[src/hdl/cws_pkg.sv]
package cws_pkg;
  // Waveform word width and the length of the chained sequence of three words.
  localparam int unsigned CWS_WORD_W = 32;
  localparam int unsigned CWS_SEQ_W = 96;
  localparam int unsigned CWS_BURST_W = 4;
  localparam int unsigned CWS_CTRL_W = 4;

  // Avalon byte addresses of the registers.
  localparam logic [4:0] CWS_OFS_WORD0 = 5'h00;
  localparam logic [4:0] CWS_OFS_WORD1 = 5'h04;
  localparam logic [4:0] CWS_OFS_WORD2 = 5'h08;
  localparam logic [4:0] CWS_OFS_CTRL = 5'h0c;
  localparam logic [4:0] CWS_OFS_STAT = 5'h10;

  // Control register fields.
  localparam int unsigned CWS_CTL_HALF_RATE = 0;
  localparam int unsigned CWS_CTL_WIDTH16 = 1;
  localparam int unsigned CWS_CTL_PAIR_DIV2 = 2;
  localparam int unsigned CWS_CTL_ROM_DIV2 = 3;

  // Status register fields.
  localparam int unsigned CWS_STAT_BEATS_LSB = 0;
  localparam int unsigned CWS_STAT_BUSY = 8;

  // Reset values; the first word boots a single-word read with two divided cycles of delay.
  localparam logic [31:0] CWS_WORD0_RST = 32'h0000057f;
  localparam logic [31:0] CWS_WORD1_RST = 32'h00000000;
  localparam logic [31:0] CWS_WORD2_RST = 32'h00000000;
  localparam logic [3:0] CWS_CTRL_RST = 4'hc;

  // Kind of memory served by one access.
  typedef enum logic [1:0] {
    CWS_KIND_ADRAM,
    CWS_KIND_SDRAM,
    CWS_KIND_SYNC_MASK_ROM
  } cws_kind_t;
endpackage : cws_pkg

[src/hdl/cws_rot_if.sv]
interface cws_rot_if #(
  parameter int unsigned SEQ_W = 96
);
  logic load;
  logic [SEQ_W-1:0] load_val;
  logic step;
  logic cur_bit;
  logic next_bit;

  modport ctl (output load, output load_val, output step, input cur_bit, input next_bit);
  modport rot (input load, input load_val, input step, output cur_bit, output next_bit);
endinterface : cws_rot_if

[src/hdl/cws_rotator.sv]
module cws_rotator #(
  parameter int unsigned SEQ_W = cws_pkg::CWS_SEQ_W
) (
  input wire logic clk_sys_in,
  input wire logic srst_in,
  cws_rot_if.rot rot_if
);
  import cws_pkg::*;

  typedef struct packed {
    logic [SEQ_W-1:0] bits;
  } cws_rot_state_t;

  cws_rot_state_t q;
  cws_rot_state_t d;

  // Refuse a sequence too short to have a current and a next bit.
  if (SEQ_W < 2) begin : g_bad_len
    $error("Sequence length below two bits.");
  end

  // Load takes priority; a step rotates so the spent low bit wraps to the top.
  always_comb begin
    d = q;
    if (rot_if.load) begin
      d.bits = rot_if.load_val;
    end else if (rot_if.step) begin
      d.bits = {q.bits[0], q.bits[SEQ_W-1:1]};
    end
  end

  always_ff @(posedge clk_sys_in) begin
    if (srst_in) begin
      q <= '0;
    end else begin
      q <= d;
    end
  end

  // The current bit is the one on the strobe now; the next one is for edge lookahead.
  assign rot_if.cur_bit = q.bits[0];
  assign rot_if.next_bit = q.bits[1];

  property p_rot_wrap;
    @(posedge clk_sys_in) disable iff (srst_in)
    (rot_if.step && !rot_if.load) |=> (q.bits[SEQ_W-1] == $past(q.bits[0]));
  endproperty
  a_rot_wrap: assert property (p_rot_wrap) else $error("Rotated bit did not wrap to top.");
endmodule : cws_rotator

[src/hdl/cws_cas_sequencer.sv]
// Functional notes
// - Async DRAM: word0 bit 0 drives the column strobe as row strobe asserts.
// - The three words form one continuous 96-bit sequence, word0 first.
// - Bit 1 deasserts the column strobe and mask, bit 0 asserts them.
// - Count column pulses; row strobe deasserts the cycle after the last pulse ends.
// - Sequence rotates; bit 0 of word0 wraps to the top bit of word2.
// - Sync memories: column strobe asserts at first 1-to-0; bit 0 one cycle late.
// - SDRAM: column strobe stays asserted for the whole burst once asserted.
// - Sync ROM: column strobe asserted only during the first column address.
// - Each 0-to-1 after column assertion is a data-latch reference edge.
// - The two-zero extra latch delay is honoured only when divide-by-two is clear.
// - With divide-by-two set, odd-numbered 0-to-1 transitions are ignored.
// - Low byte 0111 then 0101 fill: sync delay 4 cycles, async 3 or 6.
// - 1010 fill at full clock latches at 3 cycles, at divided clock 4.
// - Seven leading ones: sync delay 8 cycles, async 7 or 14.
// - For sync memories each bit lasts one CPU cycle regardless of divisor.
// - Async DRAM bit lasts one cycle, or two at half rate or 16-bit width.
//
// Added by the designer: the address map and register access over Avalon-MM.
module cws_cas_sequencer #(
  parameter int unsigned BURST_W = cws_pkg::CWS_BURST_W
) (
  input wire logic clk_sys_in,
  input wire logic srst_in,
  input wire logic [4:0] avs_address_in,
  input wire logic avs_read_in,
  input wire logic avs_write_in,
  input wire logic [31:0] avs_writedata_in,
  input wire logic [3:0] avs_byteenable_in,
  output logic [31:0] avs_readdata_out,
  output logic avs_waitrequest_out,
  input wire logic access_req_in,
  input wire cws_pkg::cws_kind_t access_kind_in,
  input wire logic [BURST_W-1:0] burst_len_in,
  output logic access_busy_out,
  output logic row_strobe_n_out,
  output logic col_strobe_mask_n_out,
  output logic sync_col_strobe_n_out,
  output logic data_latch_ref_out
);
  import cws_pkg::*;

  typedef enum logic [1:0] {
    CWS_ST_IDLE,
    CWS_ST_RUN,
    CWS_ST_FINAL
  } cws_state_t;

  typedef struct packed {
    cws_state_t st;
    logic ack;
    logic [31:0] rdata;
    logic [31:0] w0;
    logic [31:0] w1;
    logic [31:0] w2;
    logic [CWS_CTRL_W-1:0] ctrl;
    cws_kind_t kind;
    logic [BURST_W-1:0] burst;
    logic [BURST_W-1:0] beats;
    logic ph;
    logic row_n;
    logic sb;
    logic pb;
    logic sb_ok;
    logic cas_seen;
    logic [1:0] zc;
    logic fr;
    logic par;
    logic two_zero;
    logic pend;
    logic ref_p;
  } cws_seq_state_t;

  cws_seq_state_t q;
  cws_seq_state_t d;

  cws_rot_if #(.SEQ_W(CWS_SEQ_W)) rot_if ();

  cws_rotator #(.SEQ_W(CWS_SEQ_W)) u_rot (
    .clk_sys_in(clk_sys_in),
    .srst_in(srst_in),
    .rot_if(rot_if)
  );

  // The beat counter and status field must fit one byte and count at least eight beats.
  if (BURST_W < 4 || BURST_W > 8) begin : g_bad_burst
    $error("Burst counter width must lie between 4 and 8.");
  end

  // Byte-lane merge for writes carrying partial byte enables.
  function automatic logic [31:0] cws_merge(input logic [31:0] old_v, input logic [31:0] new_v,
                                             input logic [3:0] be);
    logic [31:0] r;
    r = old_v;
    for (int i = 0; i < 4; i++) begin
      if (be[i]) begin
        r[i*8 +: 8] = new_v[i*8 +: 8];
      end
    end
    return r;
  endfunction : cws_merge

  logic bus_req;
  logic slow;
  logic div2;
  logic is_async;
  logic sync_run;
  logic fall_now;
  logic rise_now;
  logic counted;
  logic tz_now;
  logic late;
  // Lookahead strobe for a counted two-zero rise at divided clock.
  logic early;
  logic last_beat;

  // Decoded conditions shared by the next-state logic and the strobe outputs.
  always_comb begin
    bus_req = avs_read_in | avs_write_in;
    slow = q.ctrl[CWS_CTL_HALF_RATE] | q.ctrl[CWS_CTL_WIDTH16];
    div2 = (q.kind == CWS_KIND_SYNC_MASK_ROM) ? q.ctrl[CWS_CTL_ROM_DIV2] : q.ctrl[CWS_CTL_PAIR_DIV2];
    is_async = (q.kind == CWS_KIND_ADRAM);
    sync_run = (q.st != CWS_ST_IDLE) && !is_async;
    fall_now = sync_run && q.sb_ok && q.pb && !q.sb && !q.cas_seen;
    rise_now = sync_run && q.sb_ok && !q.pb && q.sb && q.cas_seen;
    counted = rise_now && (!div2 || q.par);
    tz_now = q.fr ? q.two_zero : (q.zc == 2'h2);
    // At divided clock the two-zero pattern is served a cycle early, which drops its extra
    // latching cycle; the registered reference pulse then lands on the rise itself.
    late = div2 && q.fr && q.two_zero;
    early = late && sync_run && q.sb_ok && q.cas_seen && q.par && !q.sb && rot_if.cur_bit;
    last_beat = (q.beats + 1'b1) == q.burst;
  end

  // One answer per request after a single wait cycle; reads are prepared in that cycle.
  always_comb begin
    d = q;
    d.ref_p = 1'b0;
    rot_if.load = 1'b0;
    rot_if.load_val = {q.w2, q.w1, q.w0};
    rot_if.step = 1'b0;
    d.ack = bus_req && !q.ack;
    if (bus_req && !q.ack) begin
      case (avs_address_in)
        CWS_OFS_WORD0: d.rdata = q.w0;
        CWS_OFS_WORD1: d.rdata = q.w1;
        CWS_OFS_WORD2: d.rdata = q.w2;
        CWS_OFS_CTRL: d.rdata = {{(32 - CWS_CTRL_W){1'b0}}, q.ctrl};
        CWS_OFS_STAT: begin
          d.rdata = '0;
          d.rdata[CWS_STAT_BUSY] = (q.st != CWS_ST_IDLE);
          d.rdata[CWS_STAT_BEATS_LSB +: BURST_W] = q.beats;
        end
        default: d.rdata = '0;
      endcase
    end
    // Writes land on the edge where waitrequest is low; unmapped writes are dropped.
    if (avs_write_in && q.ack) begin
      case (avs_address_in)
        CWS_OFS_WORD0: d.w0 = cws_merge(q.w0, avs_writedata_in, avs_byteenable_in);
        CWS_OFS_WORD1: d.w1 = cws_merge(q.w1, avs_writedata_in, avs_byteenable_in);
        CWS_OFS_WORD2: d.w2 = cws_merge(q.w2, avs_writedata_in, avs_byteenable_in);
        CWS_OFS_CTRL: begin
          if (avs_byteenable_in[0]) begin
            d.ctrl = avs_writedata_in[CWS_CTRL_W-1:0];
          end
        end
        default: d.ctrl = q.ctrl;
      endcase
    end
    // Access sequencing; word writes during an access only affect the next one.
    case (q.st)
      CWS_ST_IDLE: begin
        if (access_req_in && (burst_len_in != '0)) begin
          rot_if.load = 1'b1;
          d.st = CWS_ST_RUN;
          d.row_n = 1'b0;
          d.kind = access_kind_in;
          d.burst = burst_len_in;
          d.beats = '0;
          d.ph = 1'b0;
          d.sb = 1'b1;
          d.pb = 1'b1;
          d.sb_ok = 1'b0;
          d.cas_seen = 1'b0;
          d.zc = 2'h0;
          d.fr = 1'b0;
          d.par = 1'b0;
          d.two_zero = 1'b0;
          d.pend = 1'b0;
        end
      end
      CWS_ST_RUN: begin
        if (is_async) begin
          // A bit lasts two cycles at half rate or 16-bit width.
          rot_if.step = !slow || q.ph;
          d.ph = slow && !q.ph;
          if (rot_if.step && !rot_if.cur_bit && rot_if.next_bit) begin
            if (last_beat) begin
              d.st = CWS_ST_FINAL;
            end else begin
              d.beats = BURST_W'(q.beats + 1'b1);
            end
          end
        end else begin
          // The sync view trails the rotator by one cycle, one bit per cycle.
          rot_if.step = 1'b1;
          d.sb = rot_if.cur_bit;
          d.pb = q.sb;
          d.sb_ok = 1'b1;
          if (fall_now) begin
            d.cas_seen = 1'b1;
            d.zc = 2'h1;
          end else if (q.cas_seen && !q.fr && !q.sb) begin
            d.zc = 2'h2;
          end
          if (rise_now) begin
            d.fr = 1'b1;
            d.par = !q.par;
            d.two_zero = tz_now;
          end
          // Divided clock serves the two-zero pattern one cycle early so both patterns match;
          // pend marks that the pulse now out was taken ahead of its rise.
          d.pend = early;
          if ((counted && !late) || early) begin
            d.ref_p = 1'b1;
            d.beats = BURST_W'(q.beats + 1'b1);
            if (last_beat) begin
              d.st = CWS_ST_FINAL;
            end
          end
        end
      end
      CWS_ST_FINAL: begin
        d.st = CWS_ST_IDLE;
        d.row_n = 1'b1;
        d.cas_seen = 1'b0;
        d.pend = 1'b0;
      end
      default: begin
        d.st = CWS_ST_IDLE;
        d.row_n = 1'b1;
      end
    endcase
  end

  always_ff @(posedge clk_sys_in) begin
    if (srst_in) begin
      q <= '0;
      q.st <= CWS_ST_IDLE;
      q.w0 <= CWS_WORD0_RST;
      q.w1 <= CWS_WORD1_RST;
      q.w2 <= CWS_WORD2_RST;
      q.ctrl <= CWS_CTRL_RST;
      q.kind <= CWS_KIND_ADRAM;
      q.row_n <= 1'b1;
      q.sb <= 1'b1;
      q.pb <= 1'b1;
    end else begin
      q <= d;
    end
  end

  // Strobe outputs gate registered state; a 1 bit holds the async strobe high.
  always_comb begin
    avs_readdata_out = q.rdata;
    avs_waitrequest_out = bus_req && !q.ack;
    access_busy_out = (q.st != CWS_ST_IDLE);
    row_strobe_n_out = q.row_n;
    data_latch_ref_out = q.ref_p;
    col_strobe_mask_n_out = ((q.st != CWS_ST_IDLE) && is_async) ? rot_if.cur_bit : 1'b1;
    sync_col_strobe_n_out = !(fall_now ||
                              (sync_run && q.cas_seen && (q.kind == CWS_KIND_SDRAM)));
  end

  property p_restart;
    @(posedge clk_sys_in) disable iff (srst_in)
    (q.st == CWS_ST_IDLE && access_req_in && burst_len_in != '0)
      |=> (!row_strobe_n_out && rot_if.cur_bit == $past(q.w0[0]));
  endproperty
  a_restart: assert property (p_restart) else $error("Access did not restart at bit 0.");

  property p_bit0_async;
    @(posedge clk_sys_in) disable iff (srst_in)
    ($fell(row_strobe_n_out) && q.kind == CWS_KIND_ADRAM)
      |-> (col_strobe_mask_n_out == $past(q.w0[0]));
  endproperty
  a_bit0_async: assert property (p_bit0_async) else $error("Bit 0 not on strobe with row.");

  property p_half_hold;
    @(posedge clk_sys_in) disable iff (srst_in)
    (q.st == CWS_ST_RUN && q.kind == CWS_KIND_ADRAM && slow && !q.ph)
      |=> $stable(col_strobe_mask_n_out);
  endproperty
  a_half_hold: assert property (p_half_hold) else $error("Half-rate bit lasted one cycle.");

  property p_row_close;
    @(posedge clk_sys_in) disable iff (srst_in)
    (q.st == CWS_ST_FINAL && q.kind == CWS_KIND_ADRAM)
      |-> col_strobe_mask_n_out && !row_strobe_n_out ##1 row_strobe_n_out;
  endproperty
  a_row_close: assert property (p_row_close) else $error("Row strobe closed at wrong cycle.");

  property p_sync_fall;
    @(posedge clk_sys_in) disable iff (srst_in)
    $fell(sync_col_strobe_n_out) |-> (!q.sb && q.pb && q.kind != CWS_KIND_ADRAM);
  endproperty
  a_sync_fall: assert property (p_sync_fall) else $error("Sync strobe fell off a 1-to-0.");

  property p_sdram_hold;
    @(posedge clk_sys_in) disable iff (srst_in)
    (!sync_col_strobe_n_out && q.kind == CWS_KIND_SDRAM && q.st == CWS_ST_RUN)
      |=> !sync_col_strobe_n_out;
  endproperty
  a_sdram_hold: assert property (p_sdram_hold) else $error("SDRAM strobe released early.");

  property p_rom_once;
    @(posedge clk_sys_in) disable iff (srst_in)
    (!sync_col_strobe_n_out && q.kind == CWS_KIND_SYNC_MASK_ROM) |=> sync_col_strobe_n_out [*2];
  endproperty
  a_rom_once: assert property (p_rom_once) else $error("ROM strobe held past first column.");

  property p_ref_cause;
    @(posedge clk_sys_in) disable iff (srst_in)
    data_latch_ref_out |-> ((q.pend && rise_now) || $past(rise_now));
  endproperty
  a_ref_cause: assert property (p_ref_cause) else $error("Latch reference without a rise.");

  property p_odd_skip;
    @(posedge clk_sys_in) disable iff (srst_in)
    (rise_now && !q.fr && div2) |=> !data_latch_ref_out ##1 (data_latch_ref_out == q.two_zero);
  endproperty
  a_odd_skip: assert property (p_odd_skip) else $error("First rise used at divided clock.");

  property p_div2_late;
    @(posedge clk_sys_in) disable iff (srst_in)
    (rise_now && q.fr && q.par && div2) |-> (data_latch_ref_out == q.two_zero);
  endproperty
  a_div2_late: assert property (p_div2_late) else $error("Divided latch edge kept extra delay.");

  c_async_done: cover property (@(posedge clk_sys_in) disable iff (srst_in)
    (q.st == CWS_ST_FINAL && q.kind == CWS_KIND_ADRAM));
  c_sdram_done: cover property (@(posedge clk_sys_in) disable iff (srst_in)
    (q.st == CWS_ST_FINAL && q.kind == CWS_KIND_SDRAM));
  c_rom_ref: cover property (@(posedge clk_sys_in) disable iff (srst_in)
    (data_latch_ref_out && q.kind == CWS_KIND_SYNC_MASK_ROM && div2));
endmodule : cws_cas_sequencer

[config.mk]
export PLATFORM = sky130hd
export DESIGN_NAME = cws_cas_sequencer
export DESIGN_NICKNAME = d
export VERILOG_FILES = /design/src/hdl/cws_pkg.sv /design/src/hdl/cws_rot_if.sv /design/src/hdl/cws_rotator.sv /design/src/hdl/cws_cas_sequencer.sv
export SDC_FILE = /design/constraint.sdc
export NUM_CORES = 1
export LEC_CHECK = 0
export BUFFER_PORTS_ARGS = -buffer_cell sky130_fd_sc_hd__buf_2
export CAP_MARGIN = 20
export CORE_ASPECT_RATIO = 0.5
export CORE_MARGIN = 4
export CORE_UTILIZATION = 25
export DETAILED_ROUTE_END_ITERATION = 6
export PLACE_DENSITY_LB_ADDON = 0.05
export SYNTH_ARGS = -nofsm -noshare
export SYNTH_HDL_FRONTEND = slang
export SYNTH_SLANG_ARGS = --single-unit
export TNS_END_PERCENT = 50
[constraint.sdc]
create_clock -name clk_sys_in -period 6.5 [get_ports clk_sys_in]
set_clock_uncertainty 0.15 [all_clocks]
set_input_delay 1.95 -clock clk_sys_in [delete_from_list [all_inputs] [get_ports clk_sys_in]]
set_output_delay 1.95 -clock clk_sys_in [all_outputs]
set_load 0.005 [all_outputs]
==> flow_metrics.env <==
export IMPL_hold_class="reg2reg"
export IMPL_reg2reg_slack_ns=3.60
export IMPL_max_cap_violations=0
export IMPL_drt_total_wl_mm=34.8
export IMPL_hold_buffers=0
export IMPL_worst_path_max_delay_cell="or2_2"
export IMPL_die_area_um2=46900
export IMPL_tns_ns=0
export IMPL_final_max_slew_viol_count=0
export IMPL_synth_area_leaders="dfxtp_1 47%, mux2i_1 9.2%, a211oi_1 6.7%"
export IMPL_nets=1327
export IMPL_rows=53
export IMPL_dr_wl_met3_mm=1.27
export IMPL_fillers=4568
export IMPL_io_pins=90
export IMPL_fin_hold_ws_ns=0.303
export IMPL_dpl_cell_count=1820
export IMPL_clk_pin_slew_ns=0.06
export IMPL_highest_layer="met5"
export IMPL_die_h_um=155
export IMPL_cp_max_fo=34
export IMPL_antenna_found_initial=6
export IMPL_min_to="q[5]"
export IMPL_reg2regPathDepth=6
export IMPL_drtIter0Drc=544
export IMPL_ys_async_sr_fraction=0
export IMPL_finalCriticalPeriod_ns=5.15
export IMPL_setup_violations=0
export IMPL_initial_core_util=0.255
export IMPL_die_w_um=302
export IMPL_p_per_area_nw_per_um2=291
export IMPL_timing_fmax_ghz=0.194
export IMPL_grtUsageTotal=0.146
export IMPL_p_leak_nw=4.77
export IMPL_dp_hpwl_mm=23.0
export IMPL_clockBufferDepth=3
export IMPL_yosys_area_top_type="dfxtp_1"
export IMPL_synth_edff_count=0
export IMPL_drc_errors=0
export IMPL_crit_arrival_ns=3.05
export IMPL_cts_root_buffer="clkbuf_16"
export IMPL_overflow=0
export IMPL_critPathCaptureType="primary output"
export IMPL_gp_congestion=0.787
export IMPL_worst_r2r_endpoint="u_rot.q[46]"
export IMPL_cp_cell_sequence="buf_2, nor2_1, or2_2, inv_1, buf_2"
export IMPL_ir_worst_vdd_uv=165
export IMPL_synth_cells=1268
export IMPL_worst_setup_path_type="in2out"
export IMPL_drive_gt1_frac=0.128
export IMPL_startpoint_type="input port"
export IMPL_synth_seq_cells=253
export IMPL_ys_flop_type="dfxtp_1"
export IMPL_ys_seq_area_frac=0.468
export IMPL_finalCritPeriodShare=0.792
export IMPL_synth_area_per_cell_um2=8.54
export IMPL_syn2layout_area_growth_pct=15.2
export IMPL_drtPass1Iterations=5
export IMPL_cts_resized=0
export IMPL_vias=9129
export IMPL_hold_depth=2
export IMPL_cts_buffers=27
export IMPL_finalHoldViolCount=0
export IMPL_startpoint="avs_write_in"
export IMPL_holdCritStartpoint="q[5]"
export IMPL_m1WireLength_mm=16.4
export IMPL_cpMostUsedCell="buf_2"
export IMPL_rsz0062_at_grt="no"
export IMPL_final_cell_count_no_fill=1870
export IMPL_fp_coreArea_um2=42400
export IMPL_grt_pass1_vias=8817
export IMPL_cts_num_sinks=253
export IMPL_port_buffers=89
export IMPL_r2r_start="q[22]"
export IMPL_postCtsSetupBuffers=0
export IMPL_max_slew_margin=0.285
export IMPL_grt_pass1_wl_mm=53.8
export IMPL_drtAntennaViolNets=0
export IMPL_routed_via_density=4.88
export IMPL_synth_distinct_cells=47
export IMPL_status="finished clean"
export IMPL_synth_area_um2=10800
export IMPL_cp_required_ns=4.40
export IMPL_clock_latency_ns=0.55
export IMPL_multiInputGateArea_um2=5120
export IMPL_wire_per_inst_um=18.6
export IMPL_synth_top_cell_area_share=0.468
export IMPL_syn_nets=1321
export IMPL_grt_start_max_net_pins=120
export IMPL_routed_wl_met2_mm=16.5
export IMPL_cts_max_level=1
export IMPL_yosys_warnings=0
export IMPL_max_slew_worst_pin_slew_ns=1.07
export IMPL_register_area_um2=5060
export IMPL_cts_tree="built"
export IMPL_crit_path_max_incr_delay_ns=0.61
[how the worst max path moves through the flow]
| stage | slack (ns) | end | cells past startpoint |
|---|---|---|---|
| floorplan | 1.94 | avs_waitrequest_out | 4 |
| global placement | 1.30 | avs_waitrequest_out | 5 |
| detailed placement | 1.31 | avs_waitrequest_out | 5 |
| CTS | 1.31 | avs_waitrequest_out | 5 |
| global route | 1.11 | avs_waitrequest_out | 5 |
| finish | 1.35 | avs_waitrequest_out | 5 |
[through the flow]
step | instance area (um^2) | setup slack [ns] | total power, W | util
2_1_floorplan | 10800 | 1.94 | 0.00196 | -
3_3_place_gp | 11500 | 1.30 | 0.00209 | 0.272
3_5_place_dp | 11600 | 1.31 | 0.00209 | 0.273
4_1_cts | 12400 | 1.31 | 0.00370 | 0.293
5_1_grt | 12500 | 1.11 | 0.00381 | 0.294
6_report | 12500 | 1.35 | 0.00362 | 0.294
[sequential cells by signal, indices dropped and copies added, names as in the netlist]
| name | cells |
|---|---|
| avs_readdata_out | 32 |
| data_latch_ref_out | 1 |
| u_rot.q | 96 |
| q | 123 |
| row_strobe_n_out | 1 |
[where the power goes]
group / switching, W / total [W] / internal (W)
Sequential: 0.0000518 / 0.00167 / 0.00162
Combinational: 0.000235 / 0.000381 / 0.000146
Clock: 0.000662 / 0.00157 / 0.000908
Total: 0.000950 / 0.00362 / 0.00268
[metal layers]
layer  global-route usage  vias up
li1                     -     4508
met3               0.0259       47
met2                0.244      164
met4               0.0271        2
met5                    0        -
met1                0.199     4408
[layout make-up]
type | instances | area share
Multi-Input combinational cell | 879 | 0.411
Sequential cell | 253 | 0.406
Clock buffer | 39 | 0.0626
Tap cell | 577 | 0.0579
Timing Repair Buffer | 111 | 0.0545
Clock inverter | 8 | 0.00752
Inverter | 2 | 0.000602
Antenna cell | 1 | 0.000201
[cell usage in the layout, fill, tap and decap left out, drive strengths merged, types with 2 or more instances in the layout]
cell and instances:
clkinv 6, and2 2, buf 110, nand3b 13
and3 5, xor2 2, xnor2 5, a21oi 142
clkbuf 40, a222oi 31, or2 2, nor4 4
or3 2, mux2 3, mux2i 99, nor3 4
nor3b 2, a22oi 6, nand2b 6, dfxtp 253
o21ai 11, nor2 179, a211oi 96, bufinv 2
nor2b 2, nand3 89, inv 2, nand2 159
[critical path, delay by kind of cell]
| family | cells | cell delay (ns) |
|---|---|---|
| and+or+nand+nor | 2 | 0.69 |
| buffers and inverters | 3 | 0.40 |
[cell families (layout without fill, tap and decap cells)]
group	Yosys count	after routing	share of synthesized area
compound gates	296	296	0.178
xor+xnor	7	7	0.00566
flops	253	253	0.468
buf+inv	136	160	0.0616
mux	102	102	0.0954
simple gates	473	473	0.190
fa+ha+maj	1	1	0.00116
other cells	0	1	0
[Yosys cell counts (2+ instances only)]
cell,n
a222oi_1,31
mux2_4,2
nor2_1,179
nor2b_1,2
buf_1,5
dfxtp_1,253
buf_4,36
or2_2,2
a22oi_1,6
nand2_1,159
and2_1,2
xnor2_1,5
a21oi_1,141
a211oi_1,96
o21ai_0,11
or3_1,2
buf_2,17
nor4_1,4
xor2_1,2
clkbuf_1,76
inv_1,2
nand2b_1,6
nand3_1,89
nor3_1,3
nand3b_1,13
mux2i_1,99
and3_1,5
No activity file was read; power rests on OpenSTA's default activity.
